[config.mk]
export PLATFORM = sky130hd
export DESIGN_NAME = eeprom_addr_and_wprot_regs
export DESIGN_NICKNAME = d
export VERILOG_FILES = /design/src/cfg_regs_pkg.sv /design/src/eeprom_addr_and_wprot_regs.sv
export SDC_FILE = /design/constraint.sdc
export NUM_CORES = 1
export LEC_CHECK = 0
export BUFFER_PORTS_ARGS = -buffer_cell sky130_fd_sc_hd__buf_2
export CAP_MARGIN = 20
export CORE_MARGIN = 3
export CORE_UTILIZATION = 45
export CTS_CLUSTER_SIZE = 20
export DETAILED_ROUTE_END_ITERATION = 8
export GPL_TIMING_DRIVEN = 1
export PLACE_DENSITY = 0.79
export SLEW_MARGIN = 20
export SYNTH_ARGS = -nofsm -noshare
export SYNTH_HDL_FRONTEND = slang
export SYNTH_SLANG_ARGS = --single-unit
export TNS_END_PERCENT = 50
[constraint.sdc]
create_clock -name clk_sys_in -period 2.36 [get_ports clk_sys_in]
set_input_delay 0.472 -clock clk_sys_in [delete_from_list [all_inputs] [get_ports clk_sys_in]]
set_output_delay 0.472 -clock clk_sys_in [all_outputs]
set_load 0.05 [all_outputs]
[src/cfg_regs_pkg.sv]
// constants and types for the configuration register bank
// assumes a single system clock domain, all users refer by pkg:: name
package cfg_regs_pkg;

  // ----------------------------------------------------------------
  // select code and address decode
  // ----------------------------------------------------------------
  // device type code: the value is arbitrary
  localparam logic [3:0] DEVICE_TYPE_CODE = 4'h5;
  localparam logic [2:0] SEL_CE_CFG       = 3'h6;
  localparam logic [2:0] SEL_WP_CFG       = 3'h5;
  localparam int         SEL_CE_BIT       = 3;
  localparam int         SEL_RW_BIT       = 0;

  // ----------------------------------------------------------------
  // register fields
  // ----------------------------------------------------------------
  localparam int         CE_BIT       = 3;
  localparam int         ADDR_LOCK    = 0;
  localparam int         PROT_ACT     = 3;
  localparam int         BLK_HI       = 2;
  localparam int         BLK_LO       = 1;
  localparam int         PROT_LOCK    = 0;
  localparam logic [7:0] CE_CFG_MASK  = 8'h09;
  localparam logic [7:0] WP_CFG_MASK  = 8'h0f;
  localparam logic [7:0] FACTORY_VAL  = 8'h00;

  // block-size codes
  localparam logic [1:0] BLK_QUARTER  = 2'h0;
  localparam logic [1:0] BLK_HALF     = 2'h1;
  localparam logic [1:0] BLK_3QUARTER = 2'h2;
  localparam logic [1:0] BLK_ALL      = 2'h3;

  // ----------------------------------------------------------------
  // bus framing
  // ----------------------------------------------------------------
  localparam logic [3:0] BYTE_BITS    = 4'h8;
  localparam int         ARRAY_AW     = 18;

  typedef enum logic [6:0] {
    ST_IDLE   = 7'h01,
    ST_DEVSEL = 7'h02,
    ST_ADDR_H = 7'h04,
    ST_ADDR_L = 7'h08,
    ST_WDATA  = 7'h10,
    ST_RDATA  = 7'h20,
    ST_IGNORE = 7'h40
  } bus_state_type;

  // image of both registers as kept in nonvolatile storage
  typedef struct packed {
    logic [7:0] chip_enable_config;
    logic [7:0] write_protect_config;
  } nv_image_type;

endpackage : cfg_regs_pkg

[src/eeprom_addr_and_wprot_regs.sv]
// two lockable configuration registers of a serial-bus eeprom target
// assumes scl/sda/write-inhibit come from pins (synchronised here) and
// that the nonvolatile image and array address come from clk_sys logic
`timescale 1ns/1ps

module eeprom_addr_and_wprot_regs (
  input  wire logic                       clk_sys_in,
  input  wire logic                       rstn_in,
  input  wire logic                       scl_in,
  input  wire logic                       sda_in,
  output logic                            sda_out,
  output logic                            sda_oe_n_out,
  input  wire logic                       write_inhibit_pin_in,
  input  wire cfg_regs_pkg::nv_image_type nv_image_in,
  output cfg_regs_pkg::nv_image_type      nv_image_out,
  output logic                            nv_store_out,
  input  wire logic [17:0]                array_addr_in,
  output logic                            array_write_blocked_out
);

  // ----------------------------------------------------------------
  // pin synchronisers and bus events
  // ----------------------------------------------------------------
  logic scl_meta_r, scl_s_r, scl_d_r;
  logic sda_meta_r, sda_s_r, sda_d_r;
  logic inh_meta_r, inh_s_r;

  // idle-high reset values keep a false start or stop out of reset
  always_ff @(posedge clk_sys_in) begin
    if (!rstn_in) begin
      scl_meta_r <= 1'b1;
      scl_s_r    <= 1'b1;
      scl_d_r    <= 1'b1;
      sda_meta_r <= 1'b1;
      sda_s_r    <= 1'b1;
      sda_d_r    <= 1'b1;
      inh_meta_r <= 1'b0;
      inh_s_r    <= 1'b0;
    end else begin
      scl_meta_r <= scl_in;
      scl_s_r    <= scl_meta_r;
      scl_d_r    <= scl_s_r;
      sda_meta_r <= sda_in;
      sda_s_r    <= sda_meta_r;
      sda_d_r    <= sda_s_r;
      inh_meta_r <= write_inhibit_pin_in;
      inh_s_r    <= inh_meta_r;
    end
  end

  logic start_ev, stop_ev, scl_rise, scl_fall;
  assign start_ev = scl_s_r & scl_d_r & sda_d_r & ~sda_s_r;
  assign stop_ev  = scl_s_r & scl_d_r & ~sda_d_r & sda_s_r;
  assign scl_rise = scl_s_r & ~scl_d_r;
  assign scl_fall = ~scl_s_r & scl_d_r;

  // ----------------------------------------------------------------
  // register state
  // ----------------------------------------------------------------
  logic [7:0] ce_cfg_r, wp_cfg_r;
  logic       load_pend_r;
  logic       ce_lock, wp_lock;
  // lock flag at b0, chip-enable bit at b3
  assign ce_lock = ce_cfg_r[cfg_regs_pkg::ADDR_LOCK];
  assign wp_lock = wp_cfg_r[cfg_regs_pkg::PROT_LOCK];

  // ----------------------------------------------------------------
  // byte engine and transaction state
  // ----------------------------------------------------------------
  cfg_regs_pkg::bus_state_type st_r;
  logic [3:0] cnt_r;
  logic       ack_ph_r;
  logic [7:0] shift_r, tx_r, data_r;
  logic [2:0] sel_r;
  logic       pend_r, abort_r, drv_r;
  logic       dev_match, sel_ok, sel_locked;
  logic [7:0] sel_val;
  logic       commit;

  assign dev_match =
    (shift_r[7:4] == cfg_regs_pkg::DEVICE_TYPE_CODE) &&
    (shift_r[cfg_regs_pkg::SEL_CE_BIT] == ce_cfg_r[cfg_regs_pkg::CE_BIT]);
  assign sel_ok = (sel_r == cfg_regs_pkg::SEL_CE_CFG) ||
                  (sel_r == cfg_regs_pkg::SEL_WP_CFG);
  assign sel_locked = (sel_r == cfg_regs_pkg::SEL_CE_CFG) ? ce_lock
                                                          : wp_lock;
  assign sel_val = (sel_r == cfg_regs_pkg::SEL_CE_CFG) ? ce_cfg_r
                                                       : wp_cfg_r;
  // no busy window: the write lands at the stop itself
  // commit on stop
  assign commit = stop_ev && pend_r && !abort_r;

  always_ff @(posedge clk_sys_in) begin
    if (!rstn_in) begin
      st_r     <= cfg_regs_pkg::ST_IDLE;
      cnt_r    <= 4'h0;
      ack_ph_r <= 1'b0;
      shift_r  <= 8'h00;
      tx_r     <= 8'h00;
      data_r   <= 8'h00;
      sel_r    <= 3'h0;
      pend_r   <= 1'b0;
      abort_r  <= 1'b0;
      drv_r    <= 1'b0;
    end else if (start_ev) begin
      // repeated start keeps sel_r for the random-read format
      st_r     <= cfg_regs_pkg::ST_DEVSEL;
      cnt_r    <= 4'h0;
      ack_ph_r <= 1'b0;
      pend_r   <= 1'b0;
      abort_r  <= 1'b0;
      drv_r    <= 1'b0;
    end else if (stop_ev) begin
      st_r     <= cfg_regs_pkg::ST_IDLE;
      ack_ph_r <= 1'b0;
      pend_r   <= 1'b0;
      drv_r    <= 1'b0;
    end else if (scl_rise) begin
      if (st_r == cfg_regs_pkg::ST_RDATA && !ack_ph_r) begin
        if (cnt_r < cfg_regs_pkg::BYTE_BITS) begin
          cnt_r <= cnt_r + 4'h1;
        end else if (sda_s_r) begin
          // controller nack ends the read
          st_r <= cfg_regs_pkg::ST_IGNORE;
        end else begin
          cnt_r <= 4'h0;
          tx_r  <= sel_val;
        end
      end else if (st_r != cfg_regs_pkg::ST_IDLE &&
                   st_r != cfg_regs_pkg::ST_IGNORE &&
                   !ack_ph_r && cnt_r < cfg_regs_pkg::BYTE_BITS) begin
        shift_r <= {shift_r[6:0], sda_s_r};
        cnt_r   <= cnt_r + 4'h1;
      end
    end else if (scl_fall) begin
      if (ack_ph_r) begin
        ack_ph_r <= 1'b0;
        cnt_r    <= 4'h0;
        drv_r    <= (st_r == cfg_regs_pkg::ST_RDATA) ? ~tx_r[7] : 1'b0;
      end else if (st_r == cfg_regs_pkg::ST_RDATA) begin
        // open drain: a one is sent by releasing the line
        if (cnt_r < cfg_regs_pkg::BYTE_BITS) begin
          drv_r <= ~tx_r[3'h7 - cnt_r[2:0]];
        end else begin
          drv_r <= 1'b0;
        end
      end else if (cnt_r == cfg_regs_pkg::BYTE_BITS) begin
        ack_ph_r <= 1'b1;
        case (st_r)
          cfg_regs_pkg::ST_DEVSEL: begin
            if (dev_match) begin
              drv_r <= 1'b1;
              tx_r  <= sel_val;
              st_r  <= shift_r[cfg_regs_pkg::SEL_RW_BIT]
                       ? cfg_regs_pkg::ST_RDATA
                       : cfg_regs_pkg::ST_ADDR_H;
            end else begin
              drv_r <= 1'b0;
              st_r  <= cfg_regs_pkg::ST_IGNORE;
            end
          end
          cfg_regs_pkg::ST_ADDR_H: begin
            // only A15..A13 kept, the rest ignored
            drv_r <= 1'b1;
            sel_r <= shift_r[7:5];
            st_r  <= cfg_regs_pkg::ST_ADDR_L;
          end
          cfg_regs_pkg::ST_ADDR_L: begin
            // address bytes acked even when locked
            drv_r <= 1'b1;
            st_r  <= cfg_regs_pkg::ST_WDATA;
          end
          cfg_regs_pkg::ST_WDATA: begin
            if (pend_r) begin
              // second data byte aborts the write
              abort_r <= 1'b1;
              pend_r  <= 1'b0;
              drv_r   <= 1'b0;
            end else if (!inh_s_r && sel_ok && !sel_locked) begin
              pend_r <= 1'b1;
              data_r <= shift_r;
              drv_r  <= 1'b1;
            end else begin
              // data byte refused, no write cycle
              drv_r <= 1'b0;
              st_r  <= cfg_regs_pkg::ST_IGNORE;
            end
          end
          default: begin
            drv_r <= 1'b0;
          end
        endcase
      end
    end
  end

  // ----------------------------------------------------------------
  // configuration registers
  // ----------------------------------------------------------------
  // nonvolatile image is taken one cycle after reset release
  always_ff @(posedge clk_sys_in) begin
    if (!rstn_in) begin
      // factory value until the image loads
      ce_cfg_r    <= cfg_regs_pkg::FACTORY_VAL;
      wp_cfg_r    <= cfg_regs_pkg::FACTORY_VAL;
      load_pend_r <= 1'b1;
    end else if (load_pend_r) begin
      // reload, unused bits forced to zero
      ce_cfg_r    <= nv_image_in.chip_enable_config &
                     cfg_regs_pkg::CE_CFG_MASK;
      wp_cfg_r    <= nv_image_in.write_protect_config &
                     cfg_regs_pkg::WP_CFG_MASK;
      load_pend_r <= 1'b0;
    end else if (commit) begin
      // locks only rise here; a fresh image is the sole way back
      // chip-enable config, both bits in one write
      if (sel_r == cfg_regs_pkg::SEL_CE_CFG && !ce_lock) begin
        ce_cfg_r <= data_r & cfg_regs_pkg::CE_CFG_MASK;
      end
      if (sel_r == cfg_regs_pkg::SEL_WP_CFG && !wp_lock) begin
        wp_cfg_r <= data_r & cfg_regs_pkg::WP_CFG_MASK;
      end
    end
  end

  // store request toward the nonvolatile array, one cycle per commit
  always_ff @(posedge clk_sys_in) begin
    if (!rstn_in) begin
      nv_store_out <= 1'b0;
    end else begin
      nv_store_out <= commit && !load_pend_r && !sel_locked;
    end
  end

  // one driver for the whole image, both fields already masked
  assign nv_image_out = '{chip_enable_config:   ce_cfg_r,
                          write_protect_config: wp_cfg_r};

  // ----------------------------------------------------------------
  // array write protection
  // ----------------------------------------------------------------
  logic [1:0] blk;
  logic [1:0] top2;
  logic       in_region;
  assign blk  = {wp_cfg_r[cfg_regs_pkg::BLK_HI],
                 wp_cfg_r[cfg_regs_pkg::BLK_LO]};
  assign top2 = array_addr_in[cfg_regs_pkg::ARRAY_AW-1 -: 2];

  // each code moves the lower bound down by one quarter
  // region from the two top address bits
  always_comb begin
    case (blk)
      cfg_regs_pkg::BLK_QUARTER:  in_region = (top2 == 2'h3);
      cfg_regs_pkg::BLK_HALF:     in_region = top2[1];
      cfg_regs_pkg::BLK_3QUARTER: in_region = (top2 != 2'h0);
      cfg_regs_pkg::BLK_ALL:      in_region = 1'b1;
      default:                    in_region = 1'b1;
    endcase
  end

  always_ff @(posedge clk_sys_in) begin
    if (!rstn_in) begin
      array_write_blocked_out <= 1'b0;
    end else begin
      array_write_blocked_out <= wp_cfg_r[cfg_regs_pkg::PROT_ACT] &&
                                 in_region;
    end
  end

  // ----------------------------------------------------------------
  // open-drain data pin
  // ----------------------------------------------------------------
  // only a low is ever driven; a one is left to the pull-up
  assign sda_out      = 1'b0;
  assign sda_oe_n_out = ~drv_r;

endmodule : eeprom_addr_and_wprot_regs

# --- Yosys cells after proc, flatten, opt, wreduce, memory -nomap -nowiden ---
# Index checks and enable logic that the tools add are counted.
op_classes:
  addsub: 2
  mul: 0
  n_div: 0
  n_lt_le_gt_ge: 2
  n_eq_ne: 33
  n_shift: 0
  n_mux: 56
  bitwise_logic: 22
  n_reduce_logical: 53
op_table:
  columns: ["cell", "n"]
  rows:
  - ["8-bit two-way mux", 10]
  - ["7-bit two-way mux", 11]
  - ["4-bit two-way mux", 14]
  - ["10-bit AND reduction", 3]
  - ["7-bit one-hot mux with 4 select lines", 1]
  - ["2-bit nonzero test", 9]
  - ["4-bit != test, second input constant", 4]
  - ["8-bit AND reduction", 2]
  - ["1-bit inverter", 15]
  - ["1-bit logical AND", 14]
  - ["1-bit two-way mux", 14]
  - ["11-bit AND reduction", 1]
  - ["2-bit != test, second input constant", 5]
  - ["5-bit != test, second input constant", 2]
  - ["5-bit AND reduction", 2]
  - ["4-bit by 3-bit != test with 1-bit output, second input constant", 2]
  - ["4-bit nonzero test", 2]
  - ["1-bit AND", 7]
  - ["7-bit by 2-bit == test with 1-bit output, second input constant", 1]
  - ["7-bit by 3-bit == test with 1-bit output, second input constant", 1]
  - ["7-bit by 4-bit == test with 1-bit output, second input constant", 1]
  - ["7-bit by 5-bit == test with 1-bit output, second input constant", 1]
  - ["7-bit by 6-bit == test with 1-bit output, second input constant", 1]
  - ["1-bit zero test", 7]
  - ["other kinds (30)", 38]
word_totals:
  ff_bits: 55
  latchBits: 0
  ramBits: 0
  rom_bits: 0
  inputBits: 39
  output_inout_bits: 20
  memories: 0

# --- Longest topological paths before layout ---
# Gate-level depths: netlist (run 1).
logic_depth:
  depth_word: 14
  mapped_depth: 8
  mapped_depth_nobuf: 7

# --- Worst setup path before layout (run 1) ---
# No wires, ideal clock.
synth_path:
  kind: "register to register"
  from: "register st_r[3]"
  to: "register cnt_r[2]"
  setup_time_ns: 0.116
  arrival_time_ns: 1.689
  t_required_ns: 2.244
  path_slack_ns: 0.556
  path_stages_with_launch: 7
  path_buffers: 1
  period_less_slack_ns: 1.804
  cell_sequence: "dfxtp_1 -> buf_6 -> or3_4 -> o41ai_4 -> nor2_1 -> o311a_1 -> a31o_1"
synth_between:
  elab_chain_len: 6
synth_lines:
  columns: ["item", "line_no", "text"]
  rows:
  - ["start, declared", "eeprom_addr_and_wprot_regs.sv:70", "cfg_regs_pkg::bus_state_type st_r;"]
  - ["start signal, assigned", "eeprom_addr_and_wprot_regs.sv:95", "st_r <= cfg_regs_pkg::ST_IDLE;"]
  - ["start signal, assigned", "eeprom_addr_and_wprot_regs.sv:107", "st_r <= cfg_regs_pkg::ST_DEVSEL;"]
  - ["start signal, assigned", "eeprom_addr_and_wprot_regs.sv:114", "st_r <= cfg_regs_pkg::ST_IDLE;"]
  - ["7-bit by 1-bit != test with 1-bit output or 7-bit != test (tied branches)", "eeprom_addr_and_wprot_regs.sv:129, eeprom_addr_and_wprot_regs.sv:130", null]
  - ["1-bit logical AND", "eeprom_addr_and_wprot_regs.sv:129", "end else if (st_r != cfg_regs_pkg::ST_IDLE &&"]
  - ["1-bit logical AND", "eeprom_addr_and_wprot_regs.sv:130", "st_r != cfg_regs_pkg::ST_IGNORE &&"]
  - ["1-bit logical AND", "eeprom_addr_and_wprot_regs.sv:131", "!ack_ph_r && cnt_r < cfg_regs_pkg::BYTE_BITS) begin"]
  - ["3-bit by 1-bit != test with 1-bit output (no source line)", null, null]
  - ["5-bit AND reduction (no source line)", null, null]
  - ["end signal, assigned", "eeprom_addr_and_wprot_regs.sv:121", "cnt_r <= cnt_r + 4'h1;"]
  - ["end signal, assigned", "eeprom_addr_and_wprot_regs.sv:133", "cnt_r <= cnt_r + 4'h1;"]
  - ["end, declared", "eeprom_addr_and_wprot_regs.sv:71", "logic [3:0] cnt_r;"]
# Parallel ways exist; a longest one is shown, timed or not.
# A chain may end at the register's enable or synchronous reset.

# --- Worst setup path in the final report (run 1) ---
layout_path:
  from: "register scl_d_r"
  to: "register data_r[2]"
layout_between:
  elab_chain_len: 5
layout_lines:
  columns: ["item", "line_no", "text"]
  rows:
  - ["start, declared", "eeprom_addr_and_wprot_regs.sv:24", "logic scl_meta_r, scl_s_r, scl_d_r;"]
  - ["start signal, assigned", "eeprom_addr_and_wprot_regs.sv:42", "scl_d_r <= scl_s_r;"]
  - ["1-bit AND", "eeprom_addr_and_wprot_regs.sv:52, eeprom_addr_and_wprot_regs.sv:53", null]
  - ["1-bit AND (on tied branches) (2 in series)", "eeprom_addr_and_wprot_regs.sv:52, eeprom_addr_and_wprot_regs.sv:53", null]
  - ["1-bit inverter (no source line)", null, null]
  - ["10-bit AND reduction (no source line) (*)", null, null]
  - ["end signal, assigned", "eeprom_addr_and_wprot_regs.sv:181", "data_r <= shift_r;"]
  - ["end, declared", "eeprom_addr_and_wprot_regs.sv:73", "logic [7:0] shift_r, tx_r, data_r;"]
# Mark *: on every way between the ends. The rest lies on a longest branch, timed or not.

==> key figures, run 1 <==
Detailed routing
  • WL/cell: 14.2 µm
  • Drt initial violations: 204
  • ANT nets after route: 0
  • DR vias/cell: 5.58
  • Vias: 2,254
  • Drc violations: 0
  • First-pass DRT Iterations: 4
  • DRT Wirelength: 5.73 mm

Yosys
  • Post-synth ARST share: 0%
  • Top FF cell, synth: dfxtp_1
  • Top cells by area, synth: dfxtp_1 (36%), mux2i_1 (11%), nor2_1 (4.1%)
  • Synth top area share: 36.3%
  • Synthesized area: 0.00281 mm²
  • Seq cells post-synth: 51
  • Post-synth EDFFs: 0
  • Largest area contributor in the netlist: dfxtp_1
  • Sequential fraction of the synthesis area: 36.3%
  • Yosys cell types: 64
  • Syn Area/Cell: 9.16 µm²
  • Syn. warnings: 0
  • Syn Inst Count: 307

Finish
  • Filler Cell Count: 548
  • Multi-input gate area: 0.00162 mm²
  • Area growth, synth to finish: 8.01%
  • Share of cells above drive strength 1: 17.3%
  • Register cell area after layout: 0.00102 mm²
  • Cell Count, Final, Fillers Out: 404
  • Nets: 374
  • Post-route cell area: 0.00304 mm²
  • # diodes: 0

STA
  • Max frequency: 486 MHz
  • RSZ-0062 raised after global routing: false
  • Setup violators final: 0
  • Actual slew at the worst max-slew pin: 574 ps
  • Rel. slew slack: 61.2%
  • Setup_tns: 0 ps
  • Fin. Hold Viols: 0
  • Period minus WS final: 2060 ps
  • Fin crit share: 87.2%
  • Fin. max-slew vios: 0
  • Fin Clk Skew: 5.69 ps
  • Hold slack: 341 ps

Clock tree
  • CTS sink count: 51
  • CTS Root Cell: clkbuf_8
  • Post-CTS Resized: 0
  • Cts hold-fix bufs: 0
  • Clock latency on the worst-skew pair: 310 ps
  • CTS tree: yes
  • Inserted Clock Buffers: 5
  • Clock-pin slew on the worst setup and hold paths: 90 ps
  • Htree depth: 2
  • Setup bufs post-CTS: 0
  • Max clock buf depth: 2

Min path
  • Cell count of the worst hold path: 2
  • Critical hold path startpoint: scl_in
  • Worst Hold Class: in -> reg
  • Worst Hold End: scl_meta_r$_SDFF_PN1_

Place
  • GPL Wtd Cong: 0.958
  • Placed cells: 396
  • Placed instance area: 0.00295 mm²
  • PortBufs: 21
  • HPWL after DPL: 4.39 mm

GRT
  • Vias in the first global route: 2,220
  • Largest net degree at the start of global routing: 24
  • First-pass GRT wire length: 10.1 mm
  • Grt ovf: 0
  • Total track usage: 16.7%
  • Initial antenna violation count: 0

Setup path
  • WS Path Type: reg -> reg
  • Critical path launch point type: flop
  • CP Capture Type: flop
  • Crit path required time: 2560 ps
  • R2R depth: 7
  • Arr. time, crit path: 2260 ps
  • R2R Path End: data_r[2]$_SDFFE_PN0P_
  • Crit-path max FO: 4
  • Reg2reg start: scl_d_r$_SDFF_PN1_
  • R2R Setup Slk: 300 ps

Floorplan
  • Die H: 85.0 µm
  • I/O Pins: 59
  • Die Span X: 85.0 µm
  • Die ar.: 0.00723 mm²
  • Core area: 0.00599 mm²
  • FP Rows: 28
  • Initial cell density of the core: 46.9%

Outcome
  • Outcome: completed

Flow run
  • # Max-Cap Violations: 0

Power and ir drop
  • Pwr/cell area: 526 mW/mm²
  • Leakage: 0.00128 µW
  • Max VDD drop: 0.409 mV
==> critical path: stages, from the launching register on <==
cell and delay (ps):
dfxtp_1 410, inv_1 60, ha_1 190, nor4bb_1 320, nand2_1 180, nor4b_4 480
mux2i_1 250, nor2_1 60
==> per-stage QoR <==
| step | util (%) | worst slack, ps | power, µW |
|---|---|---|---|
| 2_1_floorplan | - | 556 | 1080 |
| 3_3_place_gp | 49.2 | 372 | 1110 |
| 3_5_place_dp | 49.2 | 366 | 1110 |
| 4_1_cts | 50.7 | 319 | 1610 |
| 5_1_grt | 50.7 | 155 | 1670 |
| 6_report | 50.7 | 302 | 1600 |
==> cell families (layout without fill, tap and decap cells) <==
group	count (synthesis)	in the layout	synth area share, %
buf+inv	38	50	7.43
mux	31	31	11.5
fa+ha+maj	7	7	3.12
xor+xnor	4	4	1.25
other cells	1	11	0.133
compound gates	55	55	15.0
flops	51	51	36.3
simple gates	120	120	25.3
==> routing by layer <==
metal | track usage [%] | part of all wire (%) | wire, µm | vias to the layer above
li1 | - | - | - | 1121
met1 | 21.7 | 46 | 2640 | 1051
met2 | 27.5 | 47 | 2720 | 68
met3 | 3.69 | 4.3 | 244 | 14
met4 | 5.76 | 2.3 | 132 | 0
met5 | 0 | 0 | 0 | -
==> synth_stat cells, types with 4 or more instances <==
| library cell | n |
|---|---|
| dfxtp_1 | 51 |
| o211ai_1 | 7 |
| and2_1 | 5 |
| clkbuf_1 | 5 |
| a21oi_1 | 11 |
| buf_4 | 12 |
| nand2_1 | 21 |
| nor2b_1 | 4 |
| o21ai_0 | 8 |
| nor2_1 | 31 |
| ha_1 | 7 |
| and3_1 | 5 |
| nand3_1 | 10 |
| mux2i_1 | 30 |
| buf_2 | 5 |
| a31oi_1 | 5 |
| nand2b_1 | 8 |
| inv_1 | 12 |
| nor3_1 | 6 |
==> worst max path at each step <==
stage                             end  cells after the start            startpoint  slack [ps]
3_3_place_gp   data_r[2]$_SDFFE_PN0P_                      7    scl_d_r$_SDFF_PN1_         370
2_1_floorplan   cnt_r[2]$_SDFFE_PP0P_                      6  st_r[3]$_SDFFE_PP0P_         560
6_report       data_r[2]$_SDFFE_PN0P_                      7    scl_d_r$_SDFF_PN1_         300
4_1_cts        data_r[2]$_SDFFE_PN0P_                      7    scl_d_r$_SDFF_PN1_         320
3_5_place_dp   data_r[2]$_SDFFE_PN0P_                      7    scl_d_r$_SDFF_PN1_         370
5_1_grt        data_r[0]$_SDFFE_PN0P_                      7    scl_s_r$_SDFF_PN1_         160
==> report_power, final <==
group	leakage, µW	internal, µW	switching, µW
clock	0.0000418	213	296
sequential	0.000415	878	20.6
combinational	0.000819	52.0	139
==> flip-flops by register name, summed over array words and instances, names as in the netlist, 2 cells and up <==
signal and cells:
shift_r 8, ce_cfg_r 2, sel_r 3, data_r 4, st_r 7, cnt_r 4
tx_r 4, wp_cfg_r 4
==> cell usage in the layout (no fill, tap or decap), types with 3 or more instances in the layout <==
cell / count
nor3_1: 6
a211oi_1: 3
a31oi_1: 5
o211ai_1: 7
and3_1: 5
nand3b_1: 3
nand3_1: 10
nand2_1: 21
o21ai_0: 8
nor2_1: 31
mux2i_1: 30
and2_1: 5
buf_2: 21
nor2b_1: 4
inv_1: 12
dfxtp_1: 51
clkbuf_8: 5
conb_1: 11
ha_1: 7
buf_4: 8
a21oi_1: 11
nand2b_1: 8
==> final cells by class <==
class / instances / area share (%)
Timing Repair Buffer: 29 / 5.44
Tap cell: 75 / 3.09
Multi-Input combinational cell: 228 / 53.3
Sequential cell: 51 / 33.6
Clock inverter: 2 / 0.536
Clock buffer: 6 / 2.39
Inverter: 13 / 1.61
No activity file was read; power rests on OpenSTA's default activity.
==> run 2: changes to the inputs <==
==> constraint.sdc (replaced) <==
create_clock -name clk_sys_in -period 2.36 [get_ports clk_sys_in]
set_input_delay 0.236 -clock clk_sys_in [delete_from_list [all_inputs] [get_ports clk_sys_in]]
set_output_delay 0.236 -clock clk_sys_in [all_outputs]
set_load 0.05 [all_outputs]
==> run 2 against run 1 <==
Compared with the run above:
- critical path type unchanged
- total power is 13% higher
- cell count decreased by 0.25%
- sequential power barely moved
- global-route usage increased by 0.084 points
- design area is 1.2% higher
- largest cell class unchanged
- critical path depth unchanged
- first-iteration DRC count down 8.3%
- non-clock buffer count is 1 lower
==> key figures, run 2 (synthesis gave the netlist of run 1 again) <==
Detailed routing
  • WL/cell: 14.7 µm (+3.3%)
  • ANT nets after route: 0 (unchanged)
  • Drt initial violations: 187 (-8.3%)
  • First-pass DRT Iterations: 4 (unchanged)
  • DR vias/cell: 5.63 (+0.96%)
  • DRT Wirelength: 5.91 mm (+3.0%)
  • Drc violations: 0 (unchanged)
  • Vias: 2,270 (+0.71%)

Finish
  • Largest Register: shift_r
  • Register cell area after layout: 0.00102 mm² (unchanged)
  • Commonest non-fill, non-tap cells in the layout: dfxtp_1 (51), nor2_1 (31), mux2i_1 (30)
  • Final core utilization: 51.3% (+0.61 points)
  • Area growth, synth to finish: 9.30%
  • Max FFs per register: 8 (unchanged)
  • # diodes: 0 (unchanged)
  • Share of cells above drive strength 1: 17.1% (-0.25 points)
  • Filler Cell Count: 536 (-2.2%)
  • Post-route cell area: 0.00307 mm² (+1.2%)
  • Biggest regs: shift_r x8, st_r x7
  • Most common cell after layout, fill and taps aside: dfxtp_1
  • Multi-input gate area: 0.00162 mm² (unchanged)
  • Nets: 373 (-0.27%)

Min path
  • Cell count of the worst hold path: 2 (unchanged)
  • Worst Hold Class: in -> reg

STA
  • Actual slew at the worst max-slew pin: 558 ps (-16.4 ps)
  • Max frequency: 479 MHz (-1.5%)
  • Fin crit share: 88.5% (+1.3 points)
  • Fin. max-slew vios: 0 (unchanged)
  • Fin Clk Skew: 10.2 ps (+4.55 ps)
  • Period minus WS final: 2090 ps (+30.8 ps)
  • Fin. Hold Viols: 0 (unchanged)
  • Rel. slew slack: 62.3% (+1.1 points)
  • Setup violators final: 0 (unchanged)
  • RSZ-0062 raised after global routing: false
  • Setup_tns: 0 ps (unchanged)

GRT
  • Grt ovf: 0 (unchanged)
  • Initial antenna violation count: 0 (unchanged)
  • Vias in the first global route: 2,210 (-0.45%)
  • Total track usage: 16.8% (+0.084 points)
  • Largest net degree at the start of global routing: 24 (unchanged)
  • First-pass GRT wire length: 10.1 mm (about the same)

Clock tree
  • CTS tree: yes
  • Htree depth: 2 (unchanged)
  • Cts hold-fix bufs: 0 (unchanged)
  • CTS sink count: 51 (unchanged)
  • Post-CTS Resized: 0 (unchanged)
  • Inserted Clock Buffers: 5 (unchanged)
  • Max clock buf depth: 2 (unchanged)
  • CTS Root Cell: clkbuf_8
  • Clock latency on the worst-skew pair: 310 ps (about the same)
  • Clock-pin slew on the worst setup and hold paths: 90 ps (about the same)
  • Setup bufs post-CTS: 0 (unchanged)

Floorplan
  • Initial cell density of the core: 46.9% (unchanged)
  • Die ar.: 0.00723 mm² (unchanged)
  • Die H: 85.0 µm (unchanged)
  • FP Rows: 28 (unchanged)
  • Core area: 0.00599 mm² (unchanged)
  • I/O Pins: 59 (unchanged)
  • Die Span X: 85.0 µm (unchanged)

Power and ir drop
  • Max VDD drop: 0.435 mV (+6.4%)
  • Leakage: 0.00129 µW (+1.5%)
  • Pwr/cell area: 585 mW/mm² (+11%)

Setup path
  • Worst path cell trace: inv_1, ha_1, nor4bb_1, nand2_1, nor4b_4, mux2i_1, nor2_1
  • CP Capture Type: flop
  • R2R depth: 7 (unchanged)
  • WS Path Type: reg -> reg
  • Largest delay share family, worst path: simple AND/OR/NAND/NOR gates
  • Arr. time, crit path: 2280 ps (+20 ps)
  • Critical path launch point type: flop
  • CP peak stage delay: 470 ps (about the same)
  • Slowest library cell on the worst path: nor4b_4
  • Crit path required time: 2560 ps (about the same)
  • Bufs and invs on worst path: 1 (unchanged)
  • Crit-path max FO: 4 (unchanged)
  • R2R Setup Slk: 270 ps (-30 ps)
  • CP Depth: 7 (unchanged)

Place
  • PortBufs: 21 (unchanged)
  • Placed instance area: 0.00294 mm² (-0.25%)
  • GPL Wtd Cong: 0.965 (+0.73%)
  • HPWL after DPL: 4.35 mm (-1.1%)

Flow run
  • # Max-Cap Violations: 0 (unchanged)

Outcome
  • Outcome: completed
==> run 2: cell types whose count changed in the layout (fill, tap and decap cells not counted) <==
cell / change
inv_6: -1
clkinvlp_4: -1
buf_4: -1
bufinv_16: +2
==> run 2: final timing paths <==
kind | start | end
max reg2reg | scl_d_r$_SDFF_PN1_ | data_r[1]$_SDFFE_PN0P_
max | scl_d_r$_SDFF_PN1_ | data_r[1]$_SDFFE_PN0P_
min | sda_in | sda_meta_r$_SDFF_PN1_
min reg2reg | sda_meta_r$_SDFF_PN1_ | sda_s_r$_SDFF_PN1_
==> run 2: metrics by stage <==
| stage | setup slack, ps | total power (µW) | std cells | hold slack [ps] |
|---|---|---|---|---|
| floorplan | 556 | 1080 | 317 | 337 |
| global placement | 375 | 1100 | 395 | 389 |
| CTS | 291 | 1800 | 403 | 105 |
| detailed placement | 373 | 1110 | 395 | 394 |
| finish | 272 | 1800 | 403 | 106 |
| global route | 184 | 1860 | 403 | 109 |
==> run 2: area by class of cell <==
cell class | count | area share [%]
clock buffer | 6 | 2.36
clock inverter | 2 | 1.95
inverter | 13 | 1.59
multi-input combinational | 228 | 52.7
sequential | 51 | 33.2
tap | 75 | 3.05
timing repair buffer | 28 | 5.13
==> run 2: power by group <==
part / switching (µW) / internal, µW
Combinational: 139 / 51.0
Sequential: 21.5 / 878
Clock: 286 / 424
==> run 2: per-layer routing <==
layer | part of all wire, % | global-route usage (%) | up-vias | wire length [µm]
li1 | - | - | 1123 | -
met1 | 45 | 21.6 | 1068 | 2680
met2 | 48 | 28.2 | 68 | 2840
met3 | 4.8 | 3.01 | 11 | 283
met4 | 1.7 | 6.19 | 0 | 103
met5 | 0 | 0 | - | 0
==> run 3: changes to the inputs <==
--- a/config.mk
+++ b/config.mk
@@ -12,7 +12,7 @@
 export CTS_CLUSTER_SIZE = 20
 export DETAILED_ROUTE_END_ITERATION = 8
 export GPL_TIMING_DRIVEN = 1
-export PLACE_DENSITY = 0.79
+export PLACE_DENSITY_LB_ADDON = 0.15
 export SLEW_MARGIN = 20
 export SYNTH_ARGS = -nofsm -noshare
 export SYNTH_HDL_FRONTEND = slang
==> run 3 against run 2 <==
Compared with the run above:
- sequential share of layout area increased by 0.36 points
- global-route usage is 0.074 points lower
- largest power group unchanged
- routed wire length decreased by 0.63%
- die area stayed put
- worst hold slack improved by 3.6 ps
- worst setup slack improved by 34 ps
- clock-buffer cell count unchanged
==> key figures, run 3 (synthesis gave the netlist of run 1 again) <==
Clock tree
  • Clock-pin slew on the worst setup and hold paths: 90 ps (about the same)
  • Max clock buf depth: 2 (unchanged)
  • Htree depth: 2 (unchanged)
  • Post-CTS Resized: 0 (unchanged)
  • CTS sink count: 51 (unchanged)
  • Setup bufs post-CTS: 0 (unchanged)
  • CTS Root Cell: clkbuf_8
  • Cts hold-fix bufs: 0 (unchanged)
  • Clock latency on the worst-skew pair: 300 ps (about the same)
  • CTS tree: yes
  • Inserted Clock Buffers: 5 (unchanged)

Place
  • Placed instance area: 0.00296 mm² (+0.51%)
  • PortBufs: 21 (unchanged)
  • HPWL after DPL: 4.41 mm (+1.4%)
  • GPL Wtd Cong: 0.823 (-15%)

Setup path
  • R2R depth: 7 (unchanged)
  • CP peak stage delay: 500 ps (+30 ps)
  • Arr. time, crit path: 2250 ps (-30 ps)
  • Reg2reg start: scl_d_r$_SDFF_PN1_
  • R2R Path End: data_r[1]$_SDFFE_PN0P_
  • CP Capture Type: flop
  • Slowest library cell on the worst path: nor4b_4
  • Crit-path max FO: 4 (unchanged)
  • Crit path required time: 2550 ps (about the same)
  • Crit path capture: data_r[1]$_SDFFE_PN0P_
  • WS Path Type: reg -> reg
  • R2R Setup Slk: 310 ps (+30 ps)
  • Worst path cell trace: inv_1, ha_1, nor4bb_1, nand2_1, nor4b_4, mux2i_1, nor2_1
  • Launch point of the worst path: scl_d_r$_SDFF_PN1_
  • Critical path launch point type: flop

STA
  • Max frequency: 487 MHz (+1.6%)
  • Fin crit share: 87.1% (-1.4 points)
  • Setup_tns: 0 ps (unchanged)
  • RSZ-0062 raised after global routing: false
  • Fin Clk Skew: 4.91 ps (-5.33 ps)
  • Fin. Hold Viols: 0 (unchanged)
  • Period minus WS final: 2050 ps (-33.9 ps)
  • Rel. slew slack: 57.6% (-4.7 points)
  • Hold slack: 109 ps (+3.61 ps)
  • Actual slew at the worst max-slew pin: 627 ps (+69.0 ps)
  • Fin. max-slew vios: 0 (unchanged)
  • Setup violators final: 0 (unchanged)

Floorplan
  • Die ar.: 0.00723 mm² (unchanged)
  • FP Rows: 28 (unchanged)
  • Initial cell density of the core: 46.9% (unchanged)
  • I/O Pins: 59 (unchanged)
  • Core area: 0.00599 mm² (unchanged)
  • Die Span X: 85.0 µm (unchanged)
  • Die H: 85.0 µm (unchanged)

Detailed routing
  • Drt initial violations: 141 (-25%)
  • Vias: 2,198 (-3.2%)
  • DRT Wirelength: 5.87 mm (-0.63%)
  • DR vias/cell: 5.43 (-3.6%)
  • ANT nets after route: 0 (unchanged)
  • First-pass DRT Iterations: 4 (unchanged)
  • Drc violations: 0 (unchanged)
  • WL/cell: 14.5 µm (-1.1%)

Flow run
  • # Max-Cap Violations: 0 (unchanged)

GRT
  • Initial antenna violation count: 0 (unchanged)
  • Total track usage: 16.7% (-0.074 points)
  • First-pass GRT wire length: 9.89 mm (-1.7%)
  • Grt ovf: 0 (unchanged)
  • Largest net degree at the start of global routing: 25 (+4.2%)
  • Vias in the first global route: 1,985 (-10%)

Finish
  • Nets: 375 (+0.54%)
  • Area growth, synth to finish: 8.14%
  • Biggest regs: shift_r x8, st_r x7
  • Post-route cell area: 0.00304 mm² (-1.1%)
  • Largest Register: shift_r
  • Share of cells above drive strength 1: 17.6% (+0.50 points)
  • Max FFs per register: 8 (unchanged)
  • Commonest non-fill, non-tap cells in the layout: dfxtp_1 (51), nor2_1 (31), mux2i_1 (30)
  • # diodes: 0 (unchanged)
  • Most common cell after layout, fill and taps aside: dfxtp_1

Power and ir drop
  • Pwr/cell area: 524 mW/mm² (-11%)
  • Max VDD drop: 0.301 mV (-31%)
  • Leakage: 0.00128 µW (-1.1%)

Outcome
  • Outcome: completed

Min path
  • Worst Hold Class: in -> reg
[run 3: critical path: cells and delay by family, from the launching register on]
kind | cells | cell delay (ps)
fa+ha+maj | 1 | 190
buf+inv | 1 | 60
mux | 1 | 240
flops | 1 | 390
simple gates | 4 | 1070
[run 3: per-layer routing]
| layer | global-route usage [%] | vias to the layer above | share of wire, % |
|---|---|---|---|
| met4 | 4.03 | 0 | 1.4 |
| met2 | 26.5 | 54 | 44 |
| li1 | - | 1114 | - |
| met1 | 23.3 | 1022 | 49 |
| met5 | 0 | - | 0 |
| met3 | 3.59 | 8 | 5.0 |
[run 3: stage by stage]
| stage | utilization [%] | worst slack, ps | instances | total power [µW] |
|---|---|---|---|---|
| after global placement | 49.3 | 347 | 397 | 1110 |
| final | 50.8 | 305 | 405 | 1590 |
| after CTS | 50.8 | 312 | 405 | 1600 |
| after floorplan | - | 556 | 317 | 1080 |
| after global routing | 50.8 | 128 | 405 | 1670 |
| after detailed placement | 49.3 | 347 | 397 | 1110 |
[run 3: worst min path at each step]
| stage | start | depth (start not counted) | endpoint | slack, ps |
|---|---|---|---|---|
| 6_report | scl_in | 2 | scl_meta_r$_SDFF_PN1_ | 110 |
| 5_1_grt | scl_in | 2 | scl_meta_r$_SDFF_PN1_ | 110 |
| 4_1_cts | scl_in | 2 | scl_meta_r$_SDFF_PN1_ | 110 |
| 3_5_place_dp | scl_meta_r$_SDFF_PN1_ | 1 | scl_s_r$_SDFF_PN1_ | 400 |
| 3_3_place_gp | scl_meta_r$_SDFF_PN1_ | 1 | scl_s_r$_SDFF_PN1_ | 390 |
| 2_1_floorplan | scl_in | 1 | scl_meta_r$_SDFF_PN1_ | 340 |
[run 3: cell type report]
| cell class | count | area [µm²] |
|---|---|---|
| Clock buffer | 6 | 72.6 |
| Fill cell | 590 | 2950 |
| Sequential cell | 51 | 1020 |
| Inverter | 13 | 48.8 |
| Tap cell | 75 | 93.8 |
| Multi-Input combinational cell | 228 | 1620 |
| Timing Repair Buffer | 30 | 173 |
| Clock inverter | 2 | 12.5 |
[run 3: where the power goes]
group          internal [µW]  switching [µW]  total [µW]
Clock                    208             292         500
Sequential               878            20.0         898
Combinational           53.1             141         194
Total                   1140             453        1590
